===== src/rtl/cimr_pkg.sv =====
package cimr_pkg;

  // ==========================================================================
  // Mode register addresses
  localparam logic [5:0] MA_UPPER_INVERT = 6'h14;
  localparam logic [5:0] MA_VENDOR       = 6'h15;
  localparam logic [5:0] MA_TERM_CTRL    = 6'h16;

  // ==========================================================================
  // Reset values and vendor read value
  localparam logic [7:0] UPPER_INVERT_RST = 8'h55;
  localparam logic [7:0] TERM_CTRL_RST    = 8'h00;
  localparam logic [7:0] VENDOR_READ_VAL  = 8'h00;

  // ==========================================================================
  // Termination control field positions
  localparam int CTRL_TERM_LSB  = 0;
  localparam int CTRL_TERM_W    = 3;
  localparam int CK_OVR_BIT     = 3;
  localparam int CS_OVR_BIT     = 4;
  localparam int CA_DIS_BIT     = 5;
  localparam int BYTE_DIS_LO    = 6;
  localparam int BYTE_DIS_HI    = 7;

  // ==========================================================================
  // Controller termination codes
  localparam logic [2:0] CTRL_TERM_OFF = 3'h0;
  localparam logic [2:0] CTRL_TERM_RFU = 3'h7;

  // ==========================================================================
  // Commands and burst
  localparam logic [6:0] MPC_READ_CAL = 7'h43;
  localparam int         PAT_BITS     = 8;
  localparam logic [2:0] LAST_BEAT    = 3'h7;

  // ==========================================================================
  // Types
  typedef struct packed {
    logic       byte_dis_hi;
    logic       byte_dis_lo;
    logic       ca_dis;
    logic       cs_ovr;
    logic       ck_ovr;
    logic [2:0] ctrl_term;
  } cimr_term_ctrl_s;

  typedef struct packed {
    logic       ck;
    logic       cs;
    logic       ca;
  } cimr_term_en_s;

  typedef enum logic [1:0] {
    CAL_IDLE  = 2'h0,
    CAL_PAT_A = 2'h1,
    CAL_PAT_B = 2'h3
  } cimr_cal_state_e;

endpackage


===== src/rtl/cimr_cal_burst.sv =====
`timescale 1ns/1ns
module cimr_cal_burst (
  input  wire logic       i_mclk,
  input  wire logic       i_resetn,
  input  wire logic       i_start,
  input  wire logic [7:0] i_pat_a,
  input  wire logic [7:0] i_pat_b,
  input  wire logic [7:0] i_invert,
  output logic            o_valid,
  output logic [7:0]      o_dq,
  output logic            o_dmi
);

  // ==========================================================================
  // Sequencer
  cimr_pkg::cimr_cal_state_e state_reg, state_next;
  logic [2:0]                beat_reg,  beat_next;
  logic [7:0]                pa_reg,    pa_next;
  logic [7:0]                pb_reg,    pb_next;
  logic [7:0]                inv_reg,   inv_next;
  logic [7:0]                dq_reg,    dq_next;
  logic                      dmi_reg,   dmi_next;
  logic                      val_reg,   val_next;
  logic                      bit_now;

  always_comb begin
    state_next = state_reg;
    beat_next  = beat_reg;
    pa_next    = pa_reg;
    pb_next    = pb_reg;
    inv_next   = inv_reg;
    bit_now    = 1'b0;
    case (state_reg)
      cimr_pkg::CAL_IDLE: begin
        if (i_start) begin
          state_next = cimr_pkg::CAL_PAT_A;
          beat_next  = 3'h0;
          pa_next    = i_pat_a;
          pb_next    = i_pat_b;
          inv_next   = i_invert;
        end
      end
      cimr_pkg::CAL_PAT_A: begin
        bit_now   = pa_reg[beat_reg];
        beat_next = beat_reg + 3'h1;
        if (beat_reg == cimr_pkg::LAST_BEAT) begin
          state_next = cimr_pkg::CAL_PAT_B;
        end
      end
      cimr_pkg::CAL_PAT_B: begin
        bit_now   = pb_reg[beat_reg];
        beat_next = beat_reg + 3'h1;
        if (beat_reg == cimr_pkg::LAST_BEAT) begin
          state_next = cimr_pkg::CAL_IDLE;
        end
      end
      default: begin
        state_next = cimr_pkg::CAL_IDLE;
      end
    endcase
    val_next = (state_reg != cimr_pkg::CAL_IDLE);
    dq_next  = {cimr_pkg::PAT_BITS{bit_now}} ^ inv_reg;
    dmi_next = bit_now;
  end

  always_ff @(posedge i_mclk) begin
    if (!i_resetn) begin
      state_reg <= cimr_pkg::CAL_IDLE;
      beat_reg  <= 3'h0;
      pa_reg    <= 8'h00;
      pb_reg    <= 8'h00;
      inv_reg   <= 8'h00;
      dq_reg    <= 8'h00;
      dmi_reg   <= 1'b0;
      val_reg   <= 1'b0;
    end else begin
      state_reg <= state_next;
      beat_reg  <= beat_next;
      pa_reg    <= pa_next;
      pb_reg    <= pb_next;
      inv_reg   <= inv_next;
      dq_reg    <= dq_next;
      dmi_reg   <= dmi_next;
      val_reg   <= val_next;
    end
  end

  assign o_valid = val_reg;
  assign o_dq    = dq_reg;
  assign o_dmi   = dmi_reg;
endmodule


===== src/rtl/cimr_regs.sv =====
`timescale 1ns/1ns
// Operation
// - Each upper invert bit set to one inverts the calibration pattern on its upper data line.
// - The upper invert register resets to 55 hex.
// - Invert bits 0-3 map to lines 8-11 and bits 4-7 to lines 12-15 in ascending order.
// - The upper mask/inversion pin always carries the true pattern bits.
// - No data bus inversion is applied during calibration readout, whatever the config says.
// - Controller termination code 0 is off, 1-6 select reference divided by 1-6, 7 is reserved.
// - Clock override set terminates clock at the configured value regardless of the pad.
// - Chip-select override set terminates chip select at the configured value regardless of the pad.
// - With CA disable clear, CA terminates only when the pad is high and the value is valid.
// - With CA disable set, CA is never terminated.
// - Termination control has two set-point copies; writes and reads reach the write-selected one.
// - Only the operate-selected copy drives behaviour; the other is ignored.
// - Termination stays on in every power state, self-refresh and power-down included.
// - The read-calibration command returns pattern A then pattern B with inversion applied.
module cimr_regs (
  input  wire logic       i_mclk,
  input  wire logic       i_resetn,
  input  wire logic       i_mrw_valid,
  input  wire logic       i_mrr_valid,
  input  wire logic [5:0] i_mr_addr,
  input  wire logic [7:0] i_mr_data,
  input  wire logic       i_mpc_valid,
  input  wire logic [6:0] i_mpc_op,
  input  wire logic       i_setpoint_write_select,
  input  wire logic       i_setpoint_operate_select,
  input  wire logic [2:0] i_termination_value,
  input  wire logic       i_ca_term_pad,
  input  wire logic [7:0] i_cal_pattern_a,
  input  wire logic [7:0] i_cal_pattern_b,
  input  wire logic       i_dbi_enable,
  output logic            o_mrr_valid,
  output logic [7:0]      o_mrr_data,
  output logic [7:0]      o_upper_invert,
  output logic [2:0]      o_controller_term_value,
  output logic            o_controller_term_rfu,
  output logic            o_clock_term_en,
  output logic            o_chip_select_term_en,
  output logic            o_ca_term_en,
  output logic            o_cal_valid,
  output logic [7:0]      o_cal_dq,
  output logic            o_upper_mask_inversion_pin,
  output logic            o_dbi_active
);

  // ==========================================================================
  // Decode helpers
  function automatic logic term_value_valid(input logic [2:0] code);
    term_value_valid = (code != cimr_pkg::CTRL_TERM_OFF);
  endfunction

  function automatic logic [2:0] ctrl_term_div(input logic [2:0] code);
    if (code == cimr_pkg::CTRL_TERM_RFU) begin
      ctrl_term_div = cimr_pkg::CTRL_TERM_OFF;
    end else begin
      ctrl_term_div = code;
    end
  endfunction

  // ==========================================================================
  // Mode register storage
  logic [7:0]                 upper_invert_reg, upper_invert_next;
  cimr_pkg::cimr_term_ctrl_s  term_ctrl_reg  [2];
  cimr_pkg::cimr_term_ctrl_s  term_ctrl_next [2];
  logic                       mrr_valid_reg,    mrr_valid_next;
  logic [7:0]                 mrr_data_reg,     mrr_data_next;

  always_comb begin
    upper_invert_next = upper_invert_reg;
    term_ctrl_next[0] = term_ctrl_reg[0];
    term_ctrl_next[1] = term_ctrl_reg[1];
    mrr_valid_next    = i_mrr_valid;
    mrr_data_next     = 8'h00;
    if (i_mrw_valid) begin
      if (i_mr_addr == cimr_pkg::MA_UPPER_INVERT) begin
        upper_invert_next = i_mr_data;
      end
      if (i_mr_addr == cimr_pkg::MA_TERM_CTRL) begin
        term_ctrl_next[i_setpoint_write_select] = i_mr_data;
      end
    end
    if (i_mrr_valid) begin
      case (i_mr_addr)
        cimr_pkg::MA_TERM_CTRL: mrr_data_next = term_ctrl_reg[i_setpoint_write_select];
        cimr_pkg::MA_VENDOR:    mrr_data_next = cimr_pkg::VENDOR_READ_VAL;
        default:                mrr_data_next = 8'h00;
      endcase
    end
  end

  always_ff @(posedge i_mclk) begin
    if (!i_resetn) begin
      upper_invert_reg <= cimr_pkg::UPPER_INVERT_RST;
      term_ctrl_reg[0] <= cimr_pkg::TERM_CTRL_RST;
      term_ctrl_reg[1] <= cimr_pkg::TERM_CTRL_RST;
      mrr_valid_reg    <= 1'b0;
      mrr_data_reg     <= 8'h00;
    end else begin
      upper_invert_reg <= upper_invert_next;
      term_ctrl_reg[0] <= term_ctrl_next[0];
      term_ctrl_reg[1] <= term_ctrl_next[1];
      mrr_valid_reg    <= mrr_valid_next;
      mrr_data_reg     <= mrr_data_next;
    end
  end

  // ==========================================================================
  // Termination control, no power-state input gates it
  cimr_pkg::cimr_term_ctrl_s  act;
  cimr_pkg::cimr_term_en_s    term_reg, term_next;
  logic [2:0]                 ctv_reg,  ctv_next;
  logic                       rfu_reg,  rfu_next;
  logic                       tv_ok;

  always_comb begin
    act          = term_ctrl_reg[i_setpoint_operate_select];
    tv_ok        = term_value_valid(i_termination_value);
    ctv_next     = ctrl_term_div(act.ctrl_term);
    rfu_next     = (act.ctrl_term == cimr_pkg::CTRL_TERM_RFU);
    term_next.ck = tv_ok && (act.ck_ovr || i_ca_term_pad);
    term_next.cs = tv_ok && (act.cs_ovr || i_ca_term_pad);
    term_next.ca = !act.ca_dis && i_ca_term_pad && tv_ok;
  end

  always_ff @(posedge i_mclk) begin
    if (!i_resetn) begin
      term_reg <= '0;
      ctv_reg  <= cimr_pkg::CTRL_TERM_OFF;
      rfu_reg  <= 1'b0;
    end else begin
      term_reg <= term_next;
      ctv_reg  <= ctv_next;
      rfu_reg  <= rfu_next;
    end
  end

  // ==========================================================================
  // Calibration readout
  cimr_cal_burst u_cal (
    .i_mclk   (i_mclk),
    .i_resetn (i_resetn),
    .i_start  (i_mpc_valid && (i_mpc_op == cimr_pkg::MPC_READ_CAL)),
    .i_pat_a  (i_cal_pattern_a),
    .i_pat_b  (i_cal_pattern_b),
    .i_invert (upper_invert_reg),
    .o_valid  (o_cal_valid),
    .o_dq     (o_cal_dq),
    .o_dmi    (o_upper_mask_inversion_pin)
  );

  assign o_dbi_active            = 1'b0;
  assign o_mrr_valid             = mrr_valid_reg;
  assign o_mrr_data              = mrr_data_reg;
  assign o_upper_invert          = upper_invert_reg;
  assign o_controller_term_value = ctv_reg;
  assign o_controller_term_rfu   = rfu_reg;
  assign o_clock_term_en         = term_reg.ck;
  assign o_chip_select_term_en   = term_reg.cs;
  assign o_ca_term_en            = term_reg.ca;
endmodule

===== config.mk =====
export PLATFORM = sky130hd
export DESIGN_NAME = cimr_regs
export DESIGN_NICKNAME = d
export VERILOG_FILES = /design/src/rtl/cimr_pkg.sv /design/src/rtl/cimr_cal_burst.sv /design/src/rtl/cimr_regs.sv
export SDC_FILE = /design/constraint.sdc
export NUM_CORES = 1
export LEC_CHECK = 0
export ABC_CLOCK_PERIOD_IN_PS = 1600
export CAP_MARGIN = 20
export CORE_AREA = 10 10 126 71
export DETAILED_ROUTE_END_ITERATION = 8
export DIE_AREA = 0 0 136 81
export DONT_BUFFER_PORTS = 1
export PLACE_DENSITY = 0.73
export SLEW_MARGIN = 20
export SYNTH_ARGS = -nofsm -noshare
export SYNTH_HDL_FRONTEND = slang
export SYNTH_HIERARCHICAL = 1
export SYNTH_SLANG_ARGS = --single-unit

===== constraint.sdc =====
create_clock -name i_mclk -period 1.6 [get_ports i_mclk]
set_input_delay 0.16 -clock i_mclk [delete_from_list [all_inputs] [get_ports i_mclk]]
set_output_delay 0.16 -clock i_mclk [all_outputs]
set_load 0.01 [all_outputs]

# Word-level counts from Yosys, hierarchy flattened
# Memories as Yosys holds them, arrays and structs flattened. A register that Yosys moved wholly into a read port is not among the register bits.
# Index checks and enable logic that the tools add are counted.
# Widths: inputs -> output; s select.
# totals
latchBits	0
output_inout_bits	35
ram_bits	16
rom_bits	0
mem_count	1
regBits	55
# op_classes
n_addsub	1
magnitude_cmp	3
n_div	0
n_bitwise	5
mul	0
shifts	0
mux	20
n_reduce_logical	21
n_eq_ne	10
# memory_table
name	depth	width	read_ports	rd_ports_with_merged_regs	write_ports	line_no	source
term_ctrl_reg	2	8	4	1	2	cimr_regs.sv:64	cimr_pkg::cimr_term_ctrl_s term_ctrl_reg [2];
# ops
cell	n
$mux 16	2
$mux 8	3
$bwmux 16	1
$eq 6x5->1 const B	2
$demux 8 s1	1
$xor 8x8->8	1
$eq 7x7->1 const B	1
$bmux 1 s3	2
$eq 3x3->1 const B	2
$logic_and 1x1->1	6
$mux 2	3
$ne 2x1->1 const B	3
$pmux 2 s3	1
$pmux 3 s2	1
$reduce_and 2->1	3
$reduce_and 3->1	2
$lt 3x4->1 const B	1
$mux 1	4
$reduce_bool 2->1	2
$reduce_or 2->1	2
$add 3x1->3 const B	1
$mux 3	1
$reduce_bool 3->1	1
$eq 2x1->1 const B	1
other kinds (10)	13

# Logic depth before layout (Yosys ltp)
# Gate-level depths: netlist (run 1).
# depth
word_depth	9
ltp_mapped	9

# Modules after synthesis
# Netlist (run 1), hierarchy kept.
# modules_own_cells
module	cells_per_inst	area_per_inst_um2	seq_area_each_um2	instances
cimr_cal_burst	187	1649.1	780.7	1
cimr_regs	161	1620.3	800.8	1

# Worst setup path before layout (run 1)
# OpenSTA, ideal clock, no wires.
# synth_path
path_kind	reg2reg
start	register u_cal.beat_reg[0]
end	register u_cal.dq_reg[0], in the netlist u_cal/o_dq[0]
slack_ps	21
setup_time_ps	72
arrival_ps	1508
n_path_buf	2
stages_incl_launch_ff	7
cell_sequence	dfxtp_1 -> buf_4 -> mux4_2 -> nor2_1 -> o22a_1 -> buf_6 -> mux2i_1
# synth_between
elab_chain_len	4
word_cells_on_any_way	6
# synth_rtl
element	line_no	source
start: declaration	cimr_cal_burst.sv:17	logic [2:0] beat_reg, beat_next;
start signal: assignment	cimr_cal_burst.sv:78	beat_reg <= beat_next;
$bmux 1 s3 (on tied branches)	cimr_cal_burst.sv:51, cimr_cal_burst.sv:44	
$mux 1 (on tied branches)	cimr_cal_burst.sv:51, cimr_cal_burst.sv:44	
$pmux 1 s2 *	cimr_cal_burst.sv:33	case (state_reg)
$xor 8x8->8 *	cimr_cal_burst.sv:62	dq_next = {cimr_pkg::PAT_BITS{bit_now}} ^ inv_reg;
end signal: assignment	cimr_cal_burst.sv:82	dq_reg <= dq_next;
end: declaration	cimr_cal_burst.sv:21	logic [7:0] dq_reg, dq_next;
# Mark *: on every way between the ends. The rest lies on a longest branch, timed or not. The select of a mux whose other input is x is not followed.
# A chain may end at the register's enable or synchronous reset.

# Final worst setup path (run 1)
# layout_path
start	register u_cal.beat_reg[0]
end	register u_cal.dq_reg[5], in the netlist u_cal/o_dq[5]
# The elaborated chain is that of the path after synthesis.

==> load_flow_metrics.sql, run 1 <==
INSERT INTO impl_metrics (metric_group, metric, value, unit) VALUES
('cells_and_area', 'final_util', '57.03', '%'),
('floorplanning', 'die-area', '11020', 'sq um'),
('synth', 'synth_most_common_cell', 'nand2_1', ''),
('sta', 'max_freq', '628.9', 'MHz'),
('sta', 'tns', '0', 'ns'),
('sta', 'final_hold_viol_count', '0', ''),
('cells_and_area', 'antennaDiodeCount', '0', ''),
('sta', 'transition_time_of_the_tightest_slew_check_pin', '0.5907', 'ns'),
('grt', 'antenna_found_initial', '0', ''),
('detailed_routing', 'detail_route.wl_per_cell', '16.23', 'um'),
('sta', 'relSlewSlack', '60.49', '%'),
('synth', 'synth_edf_count', '0', ''),
('floorplanning', 'ioPinCount', '84', ''),
('clock_tree', 'worst_skew_pair.late_latency', '0.33', 'ns'),
('setup_path', 'timing.critical_path.cells', 'mux4_2, nor2_1, o22a_1, buf_12, mux2i_2', ''),
('hold_path', 'whs_endpoint', 'u_cal/o_dq[5]', ''),
('detailed_routing', 'drt_iter0_markers', '137', ''),
('sta', 'timing.final.crit_share', '99.38', '%'),
('clock_tree', 'ctsRootBufferMaster', 'clkbuf_16', ''),
('power_and_ir_drop', 'power_density', '1018', 'nW/um^2'),
('grt', 'grt_start_max_net_pins', '70', ''),
('synth', 'net_count_after_synthesis', '399', ''),
('detailed_routing', 'antenna_left', '0', ''),
('sta', 'final_ws_setup', '0.009852', 'ns'),
('synth', 'synthDistinctLibCells', '37', ''),
('power_and_ir_drop', 'leakage', '1.521', 'nW'),
('clock_tree', 'clkSinkCount', '79', ''),
('clock_tree', 'tritoncts.num_buffers', '9', ''),
('cells_and_area', 'proportion_of_layout_cells_with_a_drive_suffix_above_1', '8.971', '%'),
('detailed_routing', 'route.detailed.drc', '0', ''),
('detailed_routing', 'detailed_route_vias_per_instance', '5.046', ''),
('sta', 'number_of_setup_violations_in_the_final_report', '0', ''),
('floorplanning', 'die-width', '136', 'um'),
('synth', 'synth_seq_area_share', '48.37', '%'),
('clock_tree', 'cts_setup_buffers', '0', ''),
('synth', 'async_flop_share', '0', '%'),
('sta', 'finalWorstPathRequiredPeriod', '1.590', 'ns'),
('placed_design', 'portBuffers', '0', ''),
('synth', 'synth_top_area_share', '48.37', '%'),
('job', 'max_cap_viol_count', '0', ''),
('power_and_ir_drop', 'ir_drop', '0.0005364', 'V'),
('clock_tree', 'cts_htree_levels', '3', ''),
('cells_and_area', 'stdcell_count', '475', ''),
('synth', 'syn_area', '3269', 'sq um'),
('floorplanning', 'initial_core_util', '47.32', '%'),
('clock_tree', 'clock_slew_seen_by_the_registers_of_the_worst_setup_and_hold_paths', '0.05', 'ns'),
('setup_path', 'r2r-end', 'u_cal/o_dq[5]', ''),
('placed_design', 'gp_congestion', '0.7833', ''),
('cells_and_area', 'synthToLayoutAreaGrowth', '20.51', '%'),
('synth', 'synth_top_cells_by_area', 'dfxtp_1 48%, mux2i_1 14%, nand2_1 11%, a21boi_1 5.5%, nand2b_1 2.1%', ''),
('grt', 'grt_use_total', '14.01', '%'),
('floorplanning', 'rows', '22', ''),
('hold_path', 'hold_path.class', 'in -> reg', ''),
('sta', 'final-max-slew-violation-count', '0', ''),
('clock_tree', 'cts_tree', 'built', ''),
('grt', 'grt_pass1_vias', '2317', ''),
('setup_path', 'worst_case_reg_to_reg_path_depth', '5', ''),
('detailed_routing', 'totalWireLength', '7710', 'um'),
('synth', 'yosys_top_cell_by_area', 'dfxtp_1', ''),
('setup_path', 'setup.worst_path.start_class', 'flop', ''),
('placed_design', 'dp_cells', '432', ''),
('run_status', 'status', 'finished clean', ''),
('setup_path', 'largest_driver_fanout_on_the_critical_path', '9', ''),
('hold_path', 'hp-start', 'i_resetn', ''),
('setup_path', 'timing.critical_path.slowest_stage_cell', 'mux4_2', ''),
('cells_and_area', 'largest_reg_flops', '16', ''),
('cells_and_area', 'nets_finish', '426', ''),
('setup_path', 'cp.arrival', '1.84', 'ns'),
('detailed_routing', 'vias', '2397', ''),
('synth', 'post_synth.cell_area_avg', '9.395', 'sq um'),
('placed_design', 'detailedPlace.worstSlack', '-0.07789', 'ns');
[layout make-up]
cell class	count	area, sq um
sequential	79	1585
fill	597	2969
tap	96	120.1
inverter	2	7.507
clock inverter	1	5.005
multi-input combinational	245	1583
clock buffer	14	254.0
timing repair buffer	38	385.4
[metrics by stage]
step,hold WS (ns),power (W),instance area (sq um)
after CTS,-0.007137,0.004058,3920
after global routing,0.008001,0.004164,3940
after detailed placement,0.2860,0.002157,3369
final,0.01269,0.004009,3940
after floorplan,0.2738,0.002168,3269
after global placement,0.2800,0.002155,3369
[layer usage]
metal,wire length (um),vias up,track usage [%]
met4,64,0,3.594
met2,3555,56,21.62
met3,409,8,5.850
li1,-,1211,-
met5,0,-,0
met1,3680,1122,17.88
[worst max-delay path by stage]
stage	endpoint	slack (ns)	cells past startpoint
6_report	u_cal/o_dq[5]	0.01	5
5_1_grt	u_cal/o_dq[5]	-0.09	5
4_1_cts	u_cal/o_dq[5]	-0.0003	5
3_5_place_dp	u_cal/o_dq[5]	-0.08	5
3_3_place_gp	u_cal/o_dq[3]	-0.02	5
2_1_floorplan	u_cal/o_dq[0]	0.02	6
[layout by cell type, fill, tap and decap left out, types with 3 or more instances in the layout]
cell type,netlist,routed
clkbuf_1,14,4
dfxtp_1,79,78
nand2b_1,11,11
mux2i_1,47,45
nor2b_1,11,11
nand2_1,93,93
a21boi_1,24,24
dlygate4sd3_1,0,27
nand3_1,5,5
buf_4,2,9
o21ai_0,3,3
nand3b_1,3,3
clkbuf_16,0,9
and2_1,5,5
nor2_1,17,15
[power by group]
group / leakage, nW / switching (W) / total [W] / internal [W]
Clock: 0.127 / 0.000718 / 0.00180 / 0.00108
Combinational: 0.756 / 0.0000898 / 0.000204 / 0.000115
Sequential: 0.638 / 0.0000193 / 0.00200 / 0.00198
[worst max-delay path: cells and delay by family, from the launching register on]
| family | cells | cell delay, ns |
|---|---|---|
| muxes | 2 | 0.70 |
| DFF | 1 | 0.37 |
| AOI/OAI and AO/OA | 1 | 0.19 |
| buffers and inverters | 1 | 0.15 |
| and+or+nand+nor | 1 | 0.10 |
[kinds of logic after synthesis]
logic type / share of synthesized area [%]
other: 0.1147
flip-flops: 48.37
multiplexers: 16.11
adder cells (fa/ha/maj): 0.7653
AND/OR/NAND/NOR: 23.04
XOR/XNOR: 0.2679
buffers and inverters: 3.597
AO/OA/AOI/OAI: 7.731
[timing repair]
item | 4_1_cts | 5_1_grt
hold buffers | 27 | 1
hold endpoints to repair | 76 | 1
endpoints found under the setup margin | 8 | 8
gates resized for setup | 2 | 3
pin swaps | 1 | 1
Note: power is estimated with default switching activity, not from simulation.
==> inputs of run 2 (changes only) <==
Settings changed: BUFFER_PORTS_ARGS set to -buffer_cell sky130_fd_sc_hd__buf_2, CORE_AREA 10 10 126 71 to 10 10 132 74, DIE_AREA 0 0 136 81 to 0 0 142 84, DONT_BUFFER_PORTS 1 to unset, PLACE_DENSITY 0.73 to 0.78.
==> run 2 against run 1 <==
  * The run now ends with negative setup slack left
  * Global-route usage fell by 0.73 points
  * Register-to-register slack worse by 0.02 ns
  * Utilization down 2.7 points
  * First-iteration DRC count decreased by 9.5%
  * Critical path depth unchanged
  * Non-clock buffer count up 55
  * Routed wire length rose by 1.2%
==> load_flow_metrics.sql, run 2 (same netlist as run 1, synthesis figures left out) <==
INSERT INTO impl_metrics (metric_group, metric, value, unit) VALUES
('run_status', 'status', 'finished, violations left', ''),
('run_status', 'violations', 'negative setup slack', ''),
('grt', 'grt_overflow_total', '0', ''),
('setup_path', 'worstSetupPathType', 'reg -> reg', ''),
('hold_path', 'whs_endpoint', 'o_mrr_valid', ''),
('clock_tree', 'cts_setup_buffers', '0', ''),
('clock_tree', 'tritoncts.num_buffers', '9', ''),
('cells_and_area', 'register_area', '1585', 'sq um'),
('job', 'max_cap_viol_count', '0', ''),
('placed_design', 'hpwlAfterDp', '5947', 'um'),
('floorplanning', 'rows', '23', ''),
('sta', 'number_of_setup_violations_in_the_final_report', '1', ''),
('clock_tree', 'cts_htree_levels', '3', ''),
('setup_path', 'critPathRequiredTime', '1.85', 'ns'),
('sta', 'final_hold_viol_count', '0', ''),
('sta', 'finalWorstPathRequiredPeriod', '1.608', 'ns'),
('power_and_ir_drop', 'leakage', '1.807', 'nW'),
('power_and_ir_drop', 'power_density', '1045', 'nW/um^2'),
('sta', 'final-max-slew-violation-count', '0', ''),
('clock_tree', 'worst_skew_pair.late_latency', '0.33', 'ns'),
('clock_tree', 'cts-root-to-sink-buffers', '2', ''),
('sta', 'rsz_0062_raised_after_global_routing', 'true', ''),
('sta', 'worst_clock_skew', '0.006378', 'ns'),
('sta', 'timing.final.crit_share', '100.5', '%'),
('cells_and_area', 'multiInputGateArea', '1573', 'sq um'),
('setup_path', 'cp.arrival', '1.86', 'ns'),
('hold_path', 'hp-start', 'i_mrr_valid', ''),
('detailed_routing', 'route.detailed.drc', '0', ''),
('floorplanning', 'initial_core_util', '43.03', '%'),
('grt', 'grt_start_max_net_pins', '88', ''),
('setup_path', 'largest_driver_fanout_on_the_critical_path', '9', ''),
('floorplanning', 'die-area', '11930', 'sq um'),
('detailed_routing', 'totalWireLength', '7800', 'um'),
('cells_and_area', 'mostFrequentLayoutCells', '93 x nand2_1, 81 x buf_2, 78 x dfxtp_1', ''),
('clock_tree', 'clkSinkCount', '79', ''),
('setup_path', 'endpoint_kind_of_the_worst_setup_timing_path', 'flop', ''),
('cells_and_area', 'nets_finish', '481', ''),
('grt', 'grt_first_pass_wirelength', '12850', 'um'),
('floorplanning', 'fp.coreArea', '7597', 'sq um'),
('cells_and_area', 'fill_cells', '690', ''),
('setup_path', 'critical_path.reg2reg.startpoint', 'u_cal/beat_reg[0]', ''),
('hold_path', 'hold_path.class', 'in -> reg', ''),
('cells_and_area', 'proportion_of_layout_cells_with_a_drive_suffix_above_1', '26.79', '%'),
('power_and_ir_drop', 'fin_total_pwr', '0.004308', 'W'),
('grt', 'antenna_found_initial', '0', ''),
('cells_and_area', 'largest_reg_flops', '16', ''),
('setup_path', 'r2r_setup_slack', '-0.008', 'ns'),
('detailed_routing', 'drt_iter0_markers', '124', ''),
('placed_design', 'detailedPlace.worstSlack', '-0.08859', 'ns'),
('sta', 'final_ws_setup', '-0.008306', 'ns'),
('detailed_routing', 'detail_route.wl_per_cell', '14.63', 'um'),
('cells_and_area', 'layout_commonest_cell', 'nand2_1', ''),
('clock_tree', 'ctsRootBufferMaster', 'clkbuf_16', ''),
('sta', 'max_freq', '621.8', 'MHz'),
('grt', 'grt_pass1_vias', '2629', ''),
('clock_tree', 'ctsHoldBuffers', '0', ''),
('placed_design', 'portBuffers', '81', ''),
('setup_path', 'r2r-end', 'u_cal/o_dq[1]', ''),
('cells_and_area', 'antennaDiodeCount', '0', ''),
('detailed_routing', 'vias', '2603', ''),
('floorplanning', 'die-width', '142', 'um'),
('power_and_ir_drop', 'ir_drop', '0.0004841', 'V'),
('hold_path', 'hold_path_depth', '2', ''),
('clock_tree', 'cts_tree', 'built', ''),
('placed_design', 'gp_congestion', '0.7905', ''),
('detailed_routing', 'detailed_route_vias_per_instance', '4.884', ''),
('detailed_routing', 'detailedRoute.firstPassIterationCount', '4', ''),
('floorplanning', 'ioPinCount', '84', ''),
('detailed_routing', 'antenna_left', '0', ''),
('grt', 'grt_use_total', '13.28', '%'),
('cells_and_area', 'synthToLayoutAreaGrowth', '26.14', '%'),
('clock_tree', 'clock_slew_seen_by_the_registers_of_the_worst_setup_and_hold_paths', '0.06', 'ns'),
('setup_path', 'setup.worst_path.start_class', 'flop', ''),
('floorplanning', 'die_h', '84', 'um'),
('setup_path', 'worst_case_reg_to_reg_path_depth', '5', '');
-- run 2: routing by layer --
layer  global-route usage (%)  up-vias  part of all wire (%)
li1                         -     1315                     -
met1                    16.89     1191                    48
met2                    19.15       79                    43
met3                    4.602       18                   6.8
met4                    7.110        0                   2.2
met5                        0        -                     0
-- run 2: area by class of cell --
| class | count | area share, % |
|---|---|---|
| tap | 100 | 3.034 |
| sequential | 79 | 38.44 |
| multi-input combinational | 245 | 38.14 |
| inverter | 2 | 0.1820 |
| clock buffer | 9 | 5.461 |
| timing repair buffer | 93 | 12.92 |
| clock inverter | 5 | 1.820 |
-- run 2: worst max-delay path by stage --
stage / from / endpoint / slack, ns
after floorplan: u_cal/beat_reg[0] / u_cal/o_dq[0] / 0.02
after global placement: u_cal/beat_reg[0] / u_cal/o_dq[3] / -0.02
after detailed placement: u_cal/beat_reg[0] / u_cal/o_dq[1] / -0.09
after CTS: u_cal/beat_reg[0] / u_cal/o_dq[1] / -0.01
after global routing: u_cal/beat_reg[0] / u_cal/o_dq[7] / -0.09
final: u_cal/beat_reg[0] / u_cal/o_dq[1] / -0.008
-- run 2: timing repair --
item	4_1_cts	5_1_grt
pin swaps	1	2
gates resized for setup	2	1
setup endpoints to repair	8	8
-- run 2: metrics by stage --
stage / instance area (sq um) / TNS, ns / cells / util (%) / hold slack [ns]
4_1_cts: 4121 / -0.01043 / 533 / 54.25 / 0.04725
3_5_place_dp: 3817 / -0.4851 / 519 / 50.25 / 0.4030
3_3_place_gp: 3817 / -0.1229 / 519 / 50.25 / 0.3990
2_1_floorplan: 3269 / 0 / 348 / - / 0.2738
6_report: 4124 / -0.008306 / 533 / 54.28 / 0.05701
5_1_grt: 4124 / -0.5127 / 533 / 54.28 / 0.05861
-- run 2: critical path, stage by stage, from the launching register on --
cell     delay [ns]
dfxtp_4        0.38
mux4_2         0.51
nor2_1         0.11
o22a_1         0.19
buf_12         0.14
mux2i_1        0.20
-- run 2: report_power, final --
group / internal, W / switching (W) / total, W
Sequential: 0.00198 / 0.0000162 / 0.00200
Clock: 0.00134 / 0.000745 / 0.00208
Combinational: 0.000110 / 0.000114 / 0.000224
Total: 0.00343 / 0.000876 / 0.00431
